--- src/hw/pemp_params.svh ---
`ifndef PEMP_PARAMS_SVH
`define PEMP_PARAMS_SVH
// ****************************************
// device register indexes
// ****************************************
`define PEMP_IDX_CSEL     8'h1a
`define PEMP_IDX_PTR      8'h2c
`define PEMP_IDX_PIX      8'h2d
`define PEMP_IDX_LOOP     8'h2f
`define PEMP_IDX_MLCC     8'h39
// ****************************************
// pointer positions and field values
// ****************************************
`define PEMP_PTR_N        8'h00
`define PEMP_PTR_P        8'h2a
`define PEMP_PTR_ST       8'h3f
`define PEMP_CSEL_QUIET   8'h75
`define PEMP_CSEL_PLAIN   8'h05
`define PEMP_RUN_OFF      8'h00
`define PEMP_N_TOP        8'hc0
`define PEMP_PIX_P_BASE   8'hb0
`define PEMP_LOOP_P_BASE  8'hf0
`define PEMP_MLCC_BASE    8'h30
`define PEMP_LOCK_BIT     6
`define PEMP_SEL_STOP     2'h3
`define PEMP_SEL_RESET    2'h0
// ****************************************
// loop pll divider pairs per pixel depth
// ****************************************
`define PEMP_LN_8         8'he1
`define PEMP_LN_16        8'hf1
`define PEMP_LN_WIDE      8'hf9
`define PEMP_LM_STD       8'h3d
`define PEMP_LM_24        8'hbe
// ****************************************
// pixel clock bands for loop post-divider
// ****************************************
`define PEMP_BAND_HI      9'h0af
`define PEMP_BAND_MID     9'h06e
`define PEMP_BAND_LO      9'h046
// ****************************************
// timing
// ****************************************
`define PEMP_CLK_MHZ      200
`define PEMP_STOP_NS      1000
`define PEMP_GAP_NS       500
`define PEMP_LOCK_TMO_US  5000
`define PEMP_STOP_CYC     ((`PEMP_STOP_NS * `PEMP_CLK_MHZ + 999) / 1000)
`define PEMP_GAP_CYC      ((`PEMP_GAP_NS * `PEMP_CLK_MHZ + 999) / 1000)
`define PEMP_LOCK_TMO_CYC (`PEMP_LOCK_TMO_US * `PEMP_CLK_MHZ)
`endif

--- src/hw/pemp_pkg.sv ---
`default_nettype none
package pemp_pkg;

  // ****************************************
  // sequencer states, one-hot
  // ****************************************
  typedef enum logic [20:0] {
    S_IDLE     = 21'h000001,
    S_CSEL     = 21'h000002,
    S_PTR_P    = 21'h000004,
    S_LOOP_OFF = 21'h000008,
    S_PIX_OFF  = 21'h000010,
    S_STOP     = 21'h000020,
    S_PTR_N1   = 21'h000040,
    S_PIX_N    = 21'h000080,
    S_PIX_M    = 21'h000100,
    S_PIX_P    = 21'h000200,
    S_PTR_ST1  = 21'h000400,
    S_POLL     = 21'h000800,
    S_RDWAIT   = 21'h001000,
    S_CHECK    = 21'h002000,
    S_GAP      = 21'h004000,
    S_MLCC     = 21'h008000,
    S_PTR_N2   = 21'h010000,
    S_LOOP_N   = 21'h020000,
    S_LOOP_M   = 21'h040000,
    S_LOOP_P   = 21'h080000,
    S_PTR_ST2  = 21'h100000
  } pemp_state_type;

  // ****************************************
  // pixel depth selection
  // ****************************************
  typedef enum logic [1:0] {
    DEPTH_8  = 2'h0,
    DEPTH_16 = 2'h1,
    DEPTH_24 = 2'h2,
    DEPTH_32 = 2'h3
  } pemp_depth_type;

  // ****************************************
  // sequencer state record
  // ****************************************
  typedef struct packed {
    pemp_state_type st;
    logic           phase_loop;
    logic [7:0]     cnt;
    logic [7:0]     addr;
    logic [7:0]     wdata;
    logic           wr;
    logic           rd;
    logic [1:0]     sel;
    logic           busy;
    logic           done;
    logic           fail;
    logic           fail_loop;
    logic [7:0]     pn;
    logic [7:0]     pm;
    logic [1:0]     pp;
    pemp_depth_type depth;
    logic [8:0]     mhz;
    logic           quiet;
  } pemp_ctl_type;

  // ****************************************
  // lock timeout record
  // ****************************************
  typedef struct packed {
    logic [19:0] cnt;
    logic        expired;
  } pemp_timer_type;

endpackage : pemp_pkg
`default_nettype wire

--- src/hw/pemp_lock_timer.sv ---
`include "pemp_params.svh"
`default_nettype none
module pemp_lock_timer #(
  parameter int unsigned LIMIT = `PEMP_LOCK_TMO_CYC
) (
  // clock and reset
  input  wire logic clk,
  input  wire logic srst,
  // control
  input  wire logic restart,
  output logic      expired
);

  pemp_pkg::pemp_timer_type q;
  pemp_pkg::pemp_timer_type d;

  // ****************************************
  // bounded lock wait
  // ****************************************
  always_comb
  begin
    d = q;
    if (restart)
    begin
      d.cnt     = 20'h00000;
      d.expired = 1'b0;
    end
    else if (q.cnt >= 20'(LIMIT - 1))
      d.expired = 1'b1;
    else
      d.cnt = q.cnt + 20'h00001;
  end

  always_ff @(posedge clk)
  begin
    if (srst)
      q <= '0;
    else
      q <= d;
  end

  assign expired = q.expired;

endmodule : pemp_lock_timer
`default_nettype wire

--- src/hw/pemp_loop_table.sv ---
`include "pemp_params.svh"
`default_nettype none
module pemp_loop_table (
  // request
  input  wire pemp_pkg::pemp_depth_type depth,
  input  wire logic [8:0]               mhz,
  // loop pll values
  output logic [7:0]                    loop_n,
  output logic [7:0]                    loop_m,
  output logic [7:0]                    loop_p,
  output logic [7:0]                    mlcc
);

  logic [1:0] post;

  // ****************************************
  // divider pair by depth
  // ****************************************
  always_comb
  begin
    loop_m = `PEMP_LM_STD;
    case (depth)
      pemp_pkg::DEPTH_8:  loop_n = `PEMP_LN_8;
      pemp_pkg::DEPTH_16: loop_n = `PEMP_LN_16;
      pemp_pkg::DEPTH_24:
      begin
        loop_n = `PEMP_LN_WIDE;
        loop_m = `PEMP_LM_24;
      end
      pemp_pkg::DEPTH_32: loop_n = `PEMP_LN_WIDE;
      default:            loop_n = `PEMP_LN_8;
    endcase
  end

  // ****************************************
  // post-divider by pixel clock band
  // ****************************************
  always_comb
  begin
    if (mhz >= `PEMP_BAND_HI)
      post = 2'h0;
    else if (mhz >= `PEMP_BAND_MID)
      post = 2'h1;
    else if (mhz >= `PEMP_BAND_LO)
      post = 2'h2;
    else
      post = 2'h3;
    loop_p = `PEMP_LOOP_P_BASE | {6'h00, post};
    mlcc   = `PEMP_MLCC_BASE | {6'h00, post};
  end

endmodule : pemp_loop_table
`default_nettype wire

--- src/hw/pemp_host.sv ---
`include "pemp_params.svh"
`default_nettype none
module pemp_host #(
  parameter int unsigned LOCK_TMO_CYC = `PEMP_LOCK_TMO_CYC
) (
  // clock and reset
  input  wire logic                     clk,
  input  wire logic                     srst,
  // user command
  input  wire logic                     start,
  input  wire pemp_pkg::pemp_depth_type depth_sel,
  input  wire logic [8:0]               pix_mhz,
  input  wire logic [7:0]               pix_n,
  input  wire logic [7:0]               pix_m,
  input  wire logic [1:0]               pix_p,
  input  wire logic                     quiet_video_clock,
  // user status
  output logic                          busy,
  output logic                          done,
  output logic                          fail,
  output logic                          fail_loop,
  // device register access
  output logic [7:0]                    dev_index,
  output logic [7:0]                    dev_wdata,
  output logic                          dev_wr,
  output logic                          dev_rd,
  input  wire logic [7:0]               dev_rdata,
  // device clock select pins
  output logic [1:0]                    pll_source_select_inputs
);

  pemp_pkg::pemp_ctl_type q;
  pemp_pkg::pemp_ctl_type d;
  logic                   restart;
  logic                   expired;
  logic [7:0]             loop_n;
  logic [7:0]             loop_m;
  logic [7:0]             loop_p;
  logic [7:0]             mlcc;

  // ****************************************
  // helpers
  // ****************************************
  pemp_lock_timer #(
    .LIMIT   (LOCK_TMO_CYC)
  ) u_timer (
    .clk     (clk),
    .srst    (srst),
    .restart (restart),
    .expired (expired)
  );

  pemp_loop_table u_table (
    .depth   (q.depth),
    .mhz     (q.mhz),
    .loop_n  (loop_n),
    .loop_m  (loop_m),
    .loop_p  (loop_p),
    .mlcc    (mlcc)
  );

  // ****************************************
  // programming sequence
  // ****************************************
  always_comb
  begin
    d       = q;
    d.wr    = 1'b0;
    d.rd    = 1'b0;
    d.done  = 1'b0;
    d.fail  = 1'b0;
    restart = 1'b0;
    case (q.st)
      pemp_pkg::S_IDLE:
      begin
        if (start)
        begin
          d.busy      = 1'b1;
          d.fail_loop = 1'b0;
          d.pn        = pix_n;
          d.pm        = pix_m;
          d.pp        = pix_p;
          d.depth     = depth_sel;
          d.mhz       = pix_mhz;
          d.quiet     = quiet_video_clock;
          d.st        = pemp_pkg::S_CSEL;
        end
      end
      pemp_pkg::S_CSEL:
      begin
        d.wr    = 1'b1;
        d.addr  = `PEMP_IDX_CSEL;
        if (q.quiet)
          d.wdata = `PEMP_CSEL_QUIET;
        else
          d.wdata = `PEMP_CSEL_PLAIN;
        d.st    = pemp_pkg::S_PTR_P;
      end
      pemp_pkg::S_PTR_P:
      begin
        d.wr    = 1'b1;
        d.addr  = `PEMP_IDX_PTR;
        d.wdata = `PEMP_PTR_P;
        d.st    = pemp_pkg::S_LOOP_OFF;
      end
      pemp_pkg::S_LOOP_OFF:
      begin
        d.wr    = 1'b1;
        d.addr  = `PEMP_IDX_LOOP;
        d.wdata = `PEMP_RUN_OFF;
        d.st    = pemp_pkg::S_PIX_OFF;
      end
      pemp_pkg::S_PIX_OFF:
      begin
        d.wr    = 1'b1;
        d.addr  = `PEMP_IDX_PIX;
        d.wdata = `PEMP_RUN_OFF;
        d.cnt   = 8'h00;
        d.st    = pemp_pkg::S_STOP;
      end
      pemp_pkg::S_STOP:
      begin
        d.sel = `PEMP_SEL_STOP;
        if (q.cnt >= 8'(`PEMP_STOP_CYC - 1))
          d.st = pemp_pkg::S_PTR_N1;
        else
          d.cnt = q.cnt + 8'h01;
      end
      pemp_pkg::S_PTR_N1:
      begin
        d.wr    = 1'b1;
        d.addr  = `PEMP_IDX_PTR;
        d.wdata = `PEMP_PTR_N;
        d.st    = pemp_pkg::S_PIX_N;
      end
      pemp_pkg::S_PIX_N:
      begin
        d.wr    = 1'b1;
        d.addr  = `PEMP_IDX_PIX;
        d.wdata = q.pn | `PEMP_N_TOP;
        d.st    = pemp_pkg::S_PIX_M;
      end
      pemp_pkg::S_PIX_M:
      begin
        d.wr    = 1'b1;
        d.addr  = `PEMP_IDX_PIX;
        d.wdata = q.pm;
        d.st    = pemp_pkg::S_PIX_P;
      end
      pemp_pkg::S_PIX_P:
      begin
        d.wr    = 1'b1;
        d.addr  = `PEMP_IDX_PIX;
        d.wdata = `PEMP_PIX_P_BASE | {6'h00, q.pp};
        d.st    = pemp_pkg::S_PTR_ST1;
      end
      pemp_pkg::S_PTR_ST1:
      begin
        d.wr         = 1'b1;
        d.addr       = `PEMP_IDX_PTR;
        d.wdata      = `PEMP_PTR_ST;
        d.phase_loop = 1'b0;
        restart      = 1'b1;
        d.st         = pemp_pkg::S_POLL;
      end
      pemp_pkg::S_POLL:
      begin
        d.rd = 1'b1;
        if (q.phase_loop)
          d.addr = `PEMP_IDX_LOOP;
        else
          d.addr = `PEMP_IDX_PIX;
        d.st = pemp_pkg::S_RDWAIT;
      end
      pemp_pkg::S_RDWAIT:
      begin
        d.st = pemp_pkg::S_CHECK;
      end
      pemp_pkg::S_CHECK:
      begin
        d.cnt = 8'h00;
        if (dev_rdata[`PEMP_LOCK_BIT])
        begin
          if (q.phase_loop)
          begin
            d.busy = 1'b0;
            d.done = 1'b1;
            d.st   = pemp_pkg::S_IDLE;
          end
          else
            d.st = pemp_pkg::S_MLCC;
        end
        else if (expired)
        begin
          d.busy      = 1'b0;
          d.fail      = 1'b1;
          d.fail_loop = q.phase_loop;
          d.st        = pemp_pkg::S_IDLE;
        end
        else
          d.st = pemp_pkg::S_GAP;
      end
      pemp_pkg::S_GAP:
      begin
        if (q.cnt >= 8'(`PEMP_GAP_CYC - 1))
          d.st = pemp_pkg::S_POLL;
        else
          d.cnt = q.cnt + 8'h01;
      end
      pemp_pkg::S_MLCC:
      begin
        d.wr    = 1'b1;
        d.addr  = `PEMP_IDX_MLCC;
        d.wdata = mlcc;
        d.st    = pemp_pkg::S_PTR_N2;
      end
      pemp_pkg::S_PTR_N2:
      begin
        d.wr    = 1'b1;
        d.addr  = `PEMP_IDX_PTR;
        d.wdata = `PEMP_PTR_N;
        d.st    = pemp_pkg::S_LOOP_N;
      end
      pemp_pkg::S_LOOP_N:
      begin
        d.wr    = 1'b1;
        d.addr  = `PEMP_IDX_LOOP;
        d.wdata = loop_n;
        d.st    = pemp_pkg::S_LOOP_M;
      end
      pemp_pkg::S_LOOP_M:
      begin
        d.wr    = 1'b1;
        d.addr  = `PEMP_IDX_LOOP;
        d.wdata = loop_m;
        d.st    = pemp_pkg::S_LOOP_P;
      end
      pemp_pkg::S_LOOP_P:
      begin
        d.wr    = 1'b1;
        d.addr  = `PEMP_IDX_LOOP;
        d.wdata = loop_p;
        d.st    = pemp_pkg::S_PTR_ST2;
      end
      pemp_pkg::S_PTR_ST2:
      begin
        d.wr         = 1'b1;
        d.addr       = `PEMP_IDX_PTR;
        d.wdata      = `PEMP_PTR_ST;
        d.phase_loop = 1'b1;
        restart      = 1'b1;
        d.st         = pemp_pkg::S_POLL;
      end
      default:
      begin
        d.busy = 1'b0;
        d.st   = pemp_pkg::S_IDLE;
      end
    endcase
  end

  // ****************************************
  // state register
  // ****************************************
  always_ff @(posedge clk)
  begin
    if (srst)
    begin
      q       <= '0;
      q.st    <= pemp_pkg::S_IDLE;
      q.sel   <= `PEMP_SEL_RESET;
      q.depth <= pemp_pkg::DEPTH_8;
    end
    else
      q <= d;
  end

  // ****************************************
  // outputs
  // ****************************************
  assign busy                     = q.busy;
  assign done                     = q.done;
  assign fail                     = q.fail;
  assign fail_loop                = q.fail_loop;
  assign dev_index                = q.addr;
  assign dev_wdata                = q.wdata;
  assign dev_wr                   = q.wr;
  assign dev_rd                   = q.rd;
  assign pll_source_select_inputs = q.sel;

endmodule : pemp_host
`default_nettype wire

--- config.mk ---
export PLATFORM = sky130hd
export DESIGN_NAME = pemp_host
export DESIGN_NICKNAME = d
export VERILOG_FILES = /design/src/hw/pemp_pkg.sv /design/src/hw/pemp_lock_timer.sv /design/src/hw/pemp_loop_table.sv /design/src/hw/pemp_host.sv
export VERILOG_INCLUDE_DIRS = /design/src /design/src/hw
export SDC_FILE = /design/constraint.sdc
export NUM_CORES = 1
export LEC_CHECK = 0
export BUFFER_PORTS_ARGS = -buffer_cell sky130_fd_sc_hd__buf_2
export CAP_MARGIN = 10
export CORE_ASPECT_RATIO = 0.9
export CORE_MARGIN = 4
export CORE_UTILIZATION = 53
export CTS_CLUSTER_DIAMETER = 80
export DETAILED_ROUTE_END_ITERATION = 10
export HOLD_SLACK_MARGIN = 0.05
export PLACE_DENSITY = 0.86
export RECOVER_POWER = 25
export SLEW_MARGIN = 15
export SYNTH_ARGS = -nofsm -noshare
export SYNTH_HDL_FRONTEND = slang
export SYNTH_HIERARCHICAL = 1
export SYNTH_SLANG_ARGS = --single-unit
--- constraint.sdc ---
create_clock -name clk -period 2.6 [get_ports clk]
set_input_delay 0.78 -clock clk [delete_from_list [all_inputs] [get_ports clk]]
set_output_delay 0.78 -clock clk [all_outputs]
set_load 0.005 [all_outputs]
; ---- Word level (Yosys, flattened, before mapping)
; Index checks and enable logic that the tools add are counted.
[op_classes]
add_sub_neg = 2
mul = 0
n_div = 0
magnitude_cmp = 6
n_eq_ne = 33
shifts = 0
n_mux = 31
bitwise_logic = 3
n_reduce_logical = 22
[ops]
columns = operator, n
row1 = $pmux W21 S20, 1
row2 = $pmux W9 S11, 1
row3 = $mux W21, 4
row4 = $pmux W8 S3, 2
row5 = $pmux W8 S6, 1
row6 = $mux W31, 1
row7 = $mux W8, 3
row8 = $eq A21 B1 Y1 const B, 1
row9 = $eq A21 B10 Y1 const B, 1
row10 = $eq A21 B11 Y1 const B, 1
row11 = $eq A21 B12 Y1 const B, 1
row12 = $eq A21 B13 Y1 const B, 1
row13 = $eq A21 B14 Y1 const B, 1
row14 = $eq A21 B15 Y1 const B, 1
row15 = $eq A21 B16 Y1 const B, 1
row16 = $eq A21 B17 Y1 const B, 1
row17 = $eq A21 B18 Y1 const B, 1
row18 = $eq A21 B19 Y1 const B, 1
row19 = $eq A21 B2 Y1 const B, 1
row20 = $eq A21 B20 Y1 const B, 1
row21 = $eq A21 B21 Y1 const B, 1
row22 = $eq A21 B3 Y1 const B, 1
row23 = $eq A21 B4 Y1 const B, 1
row24 = $eq A21 B5 Y1 const B, 1
row25 = 38 further kinds, 67
[word_totals]
reg_bits = 104
latchBits = 0
ramBits = 0
rom_bits = 0
input_bits = 41
out_inout_bits = 24
elab_cells = 117
n_memories = 0

; ---- Logic depth before layout (Yosys ltp)
[logic_depth]
word_depth = 5
mapped_depth = 11

; ---- Hierarchy
; Netlist, hierarchy kept.
[by_module_without_submodules]
columns = mod, n_inst, cells_per_inst, area_each_um2
row1 = pemp_host, 1, 560, 4421.7
row2 = pemp_lock_timer, 1, 121, 1056.0
row3 = pemp_loop_table, 1, 44, 330.3

; ---- Worst setup path after synthesis
; No wires, ideal clock.
[synth_path]
path_kind = register to register
startpoint = register q[76] in the netlist's numbering
endpoint = register u_timer.q (netlist bit u_timer/expired)
arrival_ps = 2604
setup_slack_ps = -131
path_stages_with_launch = 12
path_buffers = 5
cell_sequence = dfxtp_1 > clkbuf_1 > or4_1 > buf_2 > nor4_4 > buf_2 > nand2_1 > inv_1 > or2_2 > buf_1 > clkbuf_1 > nor2_1
[synth_between]
elab_chain_cells = 4
word_cells_on_any_way = 5
[synth_rtl]
columns = item, line_no
row1 = start: declaration, pemp_host.sv:32  ; pemp_pkg::pemp_ctl_type q;
row2 = $eq A21 B21 Y1 or $eq A21 B11 Y1 (tied branches), pemp_host.sv:73  ; case (q.st)
row3 = $reduce_or A2 Y1 (no source line) *, --
row4 = $mux W1 *, pemp_host.sv:73
row5 = net restart, pemp_host.sv:34  ; logic restart;
row6 = $reduce_or A2 Y1 (no source line) *, --
row7 = end signal: assignment, pemp_lock_timer.sv:37  ; q <= '0;
row8 = end signal: assignment, pemp_lock_timer.sv:39  ; q <= d;
row9 = end: declaration, pemp_lock_timer.sv:14  ; pemp_pkg::pemp_timer_type q;
; The timed path passes the listed nets; every way through them passes the cells marked *.
; A chain may end at the register's enable or synchronous reset.

; ---- Worst setup path in the final report
[layout_path]
startpoint = register q[67] in the netlist's numbering
endpoint = register q (netlist bit dev_wdata[4])
[layout_between]
elab_chain_cells = 3
word_cells_on_any_way = 19
[layout_rtl]
columns = item, line_no
row1 = $eq A21 B17 Y1 (tied with other cells), pemp_host.sv:73
row2 = $reduce_or A4 Y1 (no source line) or $reduce_or A2 Y1 (tied branches), --
row3 = $pmux W9 S11 or $reduce_bool A11 Y1 (tied branches), --
; Parallel ways exist; a longest one is shown, timed or not.

==> flow_summary.toml <==
[pwr]
irDropWorstVdd_mv = 0.319
power_leakage_nw = 2.59
p_int_w = 0.00239
p_comb_frac = 0.106
p_sw_frac = 0.266
p_clk_frac = 0.396
p_switching_w = 0.000868
powerDensity_nw_per_um2 = 499
power_frac_seq = 0.498

[timing]
relSlewSlack = 0.337
tightest_slew_ps = 995
layout_min_cycle_time_ps = 2540
maxSlewViolCount = 0
holdWs_ps = 457
clock.fmax_mhz = 394
final.setup.tns_ps = 0
min_period_over_period = 0.976
grt_setup_unrepaired = "false"
skew_ps = 8.15
setup_viol = 0
hold_viol = 0

[setup_path]
worst-path-max-fanout = 8
cp_common_cell = "buf_4"
worstPathArrival_ps = 2800
cp-start-kind = "register"
crit_chain = "nor4_1, nand4_2, buf_4, nor3_1, buf_4, or4_4, or3_1, buf_4, a211oi_1"
max_stage_delay_ps = 520
critPathKind = "register to register"
cp_data_required_time_ps = 2860
path_delay_family = "simple AND/OR/NAND/NOR gates"
cp-end-kind = "register"
slowest_stage = "dfxtp_1"
path_buf_inv = 3

[global_routing]
grt-ovfl-total = 0
grt_max_degree = 47
gr-usage-met3 = 0.0494
antenna_found_initial = 0
grt_usage = 0.242
grt_pass1_vias = 5404
grt.met2_usage = 0.415
grt_pass1_wl_um = 25300
use_met1 = 0.296
top_usage_layer = "met2"

[worst_hold_path]
worstHoldPathType = "register to register"

[cells_and_area]
final_cell_mix = "dfxtp_1, nand2_1, a21oi_1"
mostFrequentLayoutCell = "dfxtp_1"
final_nets = 821
post-route-util = 0.624
syn_to_final_growth_pct = 12.5
diodes = 0
drive_gt1_frac = 0.202
postLayoutCellArea_um2 = 6530
instances_no_fill = 912

[outcome]
status = "completed"

[synth]
synth_edf_count = 0
ys_ff_latch = 100
synthCells = 725
synth.yosys.warnings = 6
syn_area_per_cell_um2 = 8.01
synthArstFlopShare = 0
netlist_area_um2 = 5810
synth.distinct_cells = 81
yosysSeqAreaShare = 0.345
synth_ff_type = "dfxtp_1"

[cts]
cts_buffers = 9
path_clk_slew_ps = 70
cts_root_buf = "clkbuf_16"
clockBufferDepth = 2
cts_tree = "built"
clkLatencyLatePin_ps = 350
hold_buffers = 0
cts_resized = 0
post_cts_buffers = 0
cts.sinks = 100
h-tree-depth = 3

[place]
dp_hpwl_um = 11400
io_buffers = 53
dp.cells = 896
placed_cell_area_um2 = 6210
gp_congestion = 0.959

[die]
die_w_um = 118
dieArea_um2 = 12700
coreArea_um2 = 10500
rows = 35
design.portCount = 65
die_y_um = 107
start_util = 0.555

[routing]
drc = 0
first_pass_iters = 5
ant_nets = 0
wl_um = 15500
wl_per_cell_um = 17.0
vias = 5637
drt_iter0_markers = 521
via_per_inst = 6.18

[run]
maxCapViolCount = 0
## flip-flops by register name (all words and copies together), names as in the netlist
register,cells
busy,1
dev_index,6
dev_rd,1
dev_wdata,8
dev_wr,1
done,1
fail,1
fail_loop,1
pll_source_select_inputs,1
q,58
u_timer/expired,1
u_timer/q,20
## layout make-up
type / count / area, um^2
clock buffer: 9 / 225
sequential: 100 / 2010
timing repair buffer: 113 / 727
tap: 129 / 161
fill: 876 / 3940
multi-input combinational: 539 / 3290
inverter: 15 / 56.3
clock inverter: 7 / 61.3
## synthesized netlist by cell type (all sizes together) (3+ instances only)
cell,n,share of area
nor3,29,0.028
nand3,43,0.037
or4,17,0.024
nand2b,6,0.0065
a311oi,4,0.010
a22o,3,0.0045
a211oi,6,0.0095
a21oi,60,0.052
conb,3,0.0019
inv,15,0.0097
nor4b,9,0.014
dfxtp,100,0.34
o21a,5,0.0065
buf,68,0.083
and2,3,0.0032
nor4,22,0.035
nand3b,3,0.0039
clkbuf,25,0.016
nor2b,9,0.0097
mux2i,5,0.0086
or3,20,0.022
o21ai,20,0.018
o31ai,8,0.011
xnor2,4,0.0060
nor2,43,0.028
nand4,19,0.022
a31oi,5,0.0054
xor2,6,0.0090
and4,14,0.022
a22oi,5,0.0065
nand2,88,0.057
and3,16,0.017
or2,4,0.0043
o2111ai,4,0.0071
a32oi,3,0.0045
## stage by stage
step           worst slack [ps]  power, W
2_1_floorplan              68.6   0.00190
3_3_place_gp                120   0.00198
3_5_place_dp               18.4   0.00200
4_1_cts                    11.1   0.00328
5_1_grt                    5.55   0.00340
6_report                   61.9   0.00326
## worst reg2reg max path, cell delays in order (launching register included)
cell and delay [ps]:
dfxtp_1 520, nor4_1 120, nand4_2 120, buf_4 160, nor3_1 60, buf_4 150
or4_4 510, or3_1 400, buf_4 180, a211oi_1 220
## routing by layer
layer  part of all wire  wire length [um]  vias to the layer above
met5                  0                 0                        -
met4              0.027               425                        0
met3              0.078              1210                       45
met2               0.49              7550                      260
met1               0.41              6280                     2639
li1                   -                 -                     2693
## worst paths after layout
check / from / end / slack (ps) / depth (start not counted)
hold / removal: q[24] / q[24] / 460 / 2
setup / recovery: q[67] / dev_wdata[4] / 60 / 9
hold reg to reg: q[24] / q[24] / 460 / 2
setup reg to reg: q[67] / dev_wdata[4] / 60 / 9
## power by group through the flow
stage               Clock (W)  Sequential (W)  Combinational [W]
floorplan                   0         0.00164           0.000260
global placement            0         0.00165           0.000326
detailed placement          0         0.00166           0.000339
CTS                   0.00131         0.00162           0.000341
global route          0.00140         0.00163           0.000377
finish                0.00129         0.00162           0.000345
## cell families (layout without fill, tap and decap cells)
kind of cell,after synthesis,count (layout),synth area share
XOR/XNOR,10,10,0.0151
multiplexers,6,6,0.0112
other,3,25,0.00194
flip-flops,100,100,0.345
adder cells (fa/ha/maj),2,2,0.00431
AND/OR/NAND/NOR,355,355,0.349
buffers and inverters,108,144,0.109
AO/OA/AOI/OAI,141,141,0.165
No activity file was read; power rests on OpenSTA's default activity.
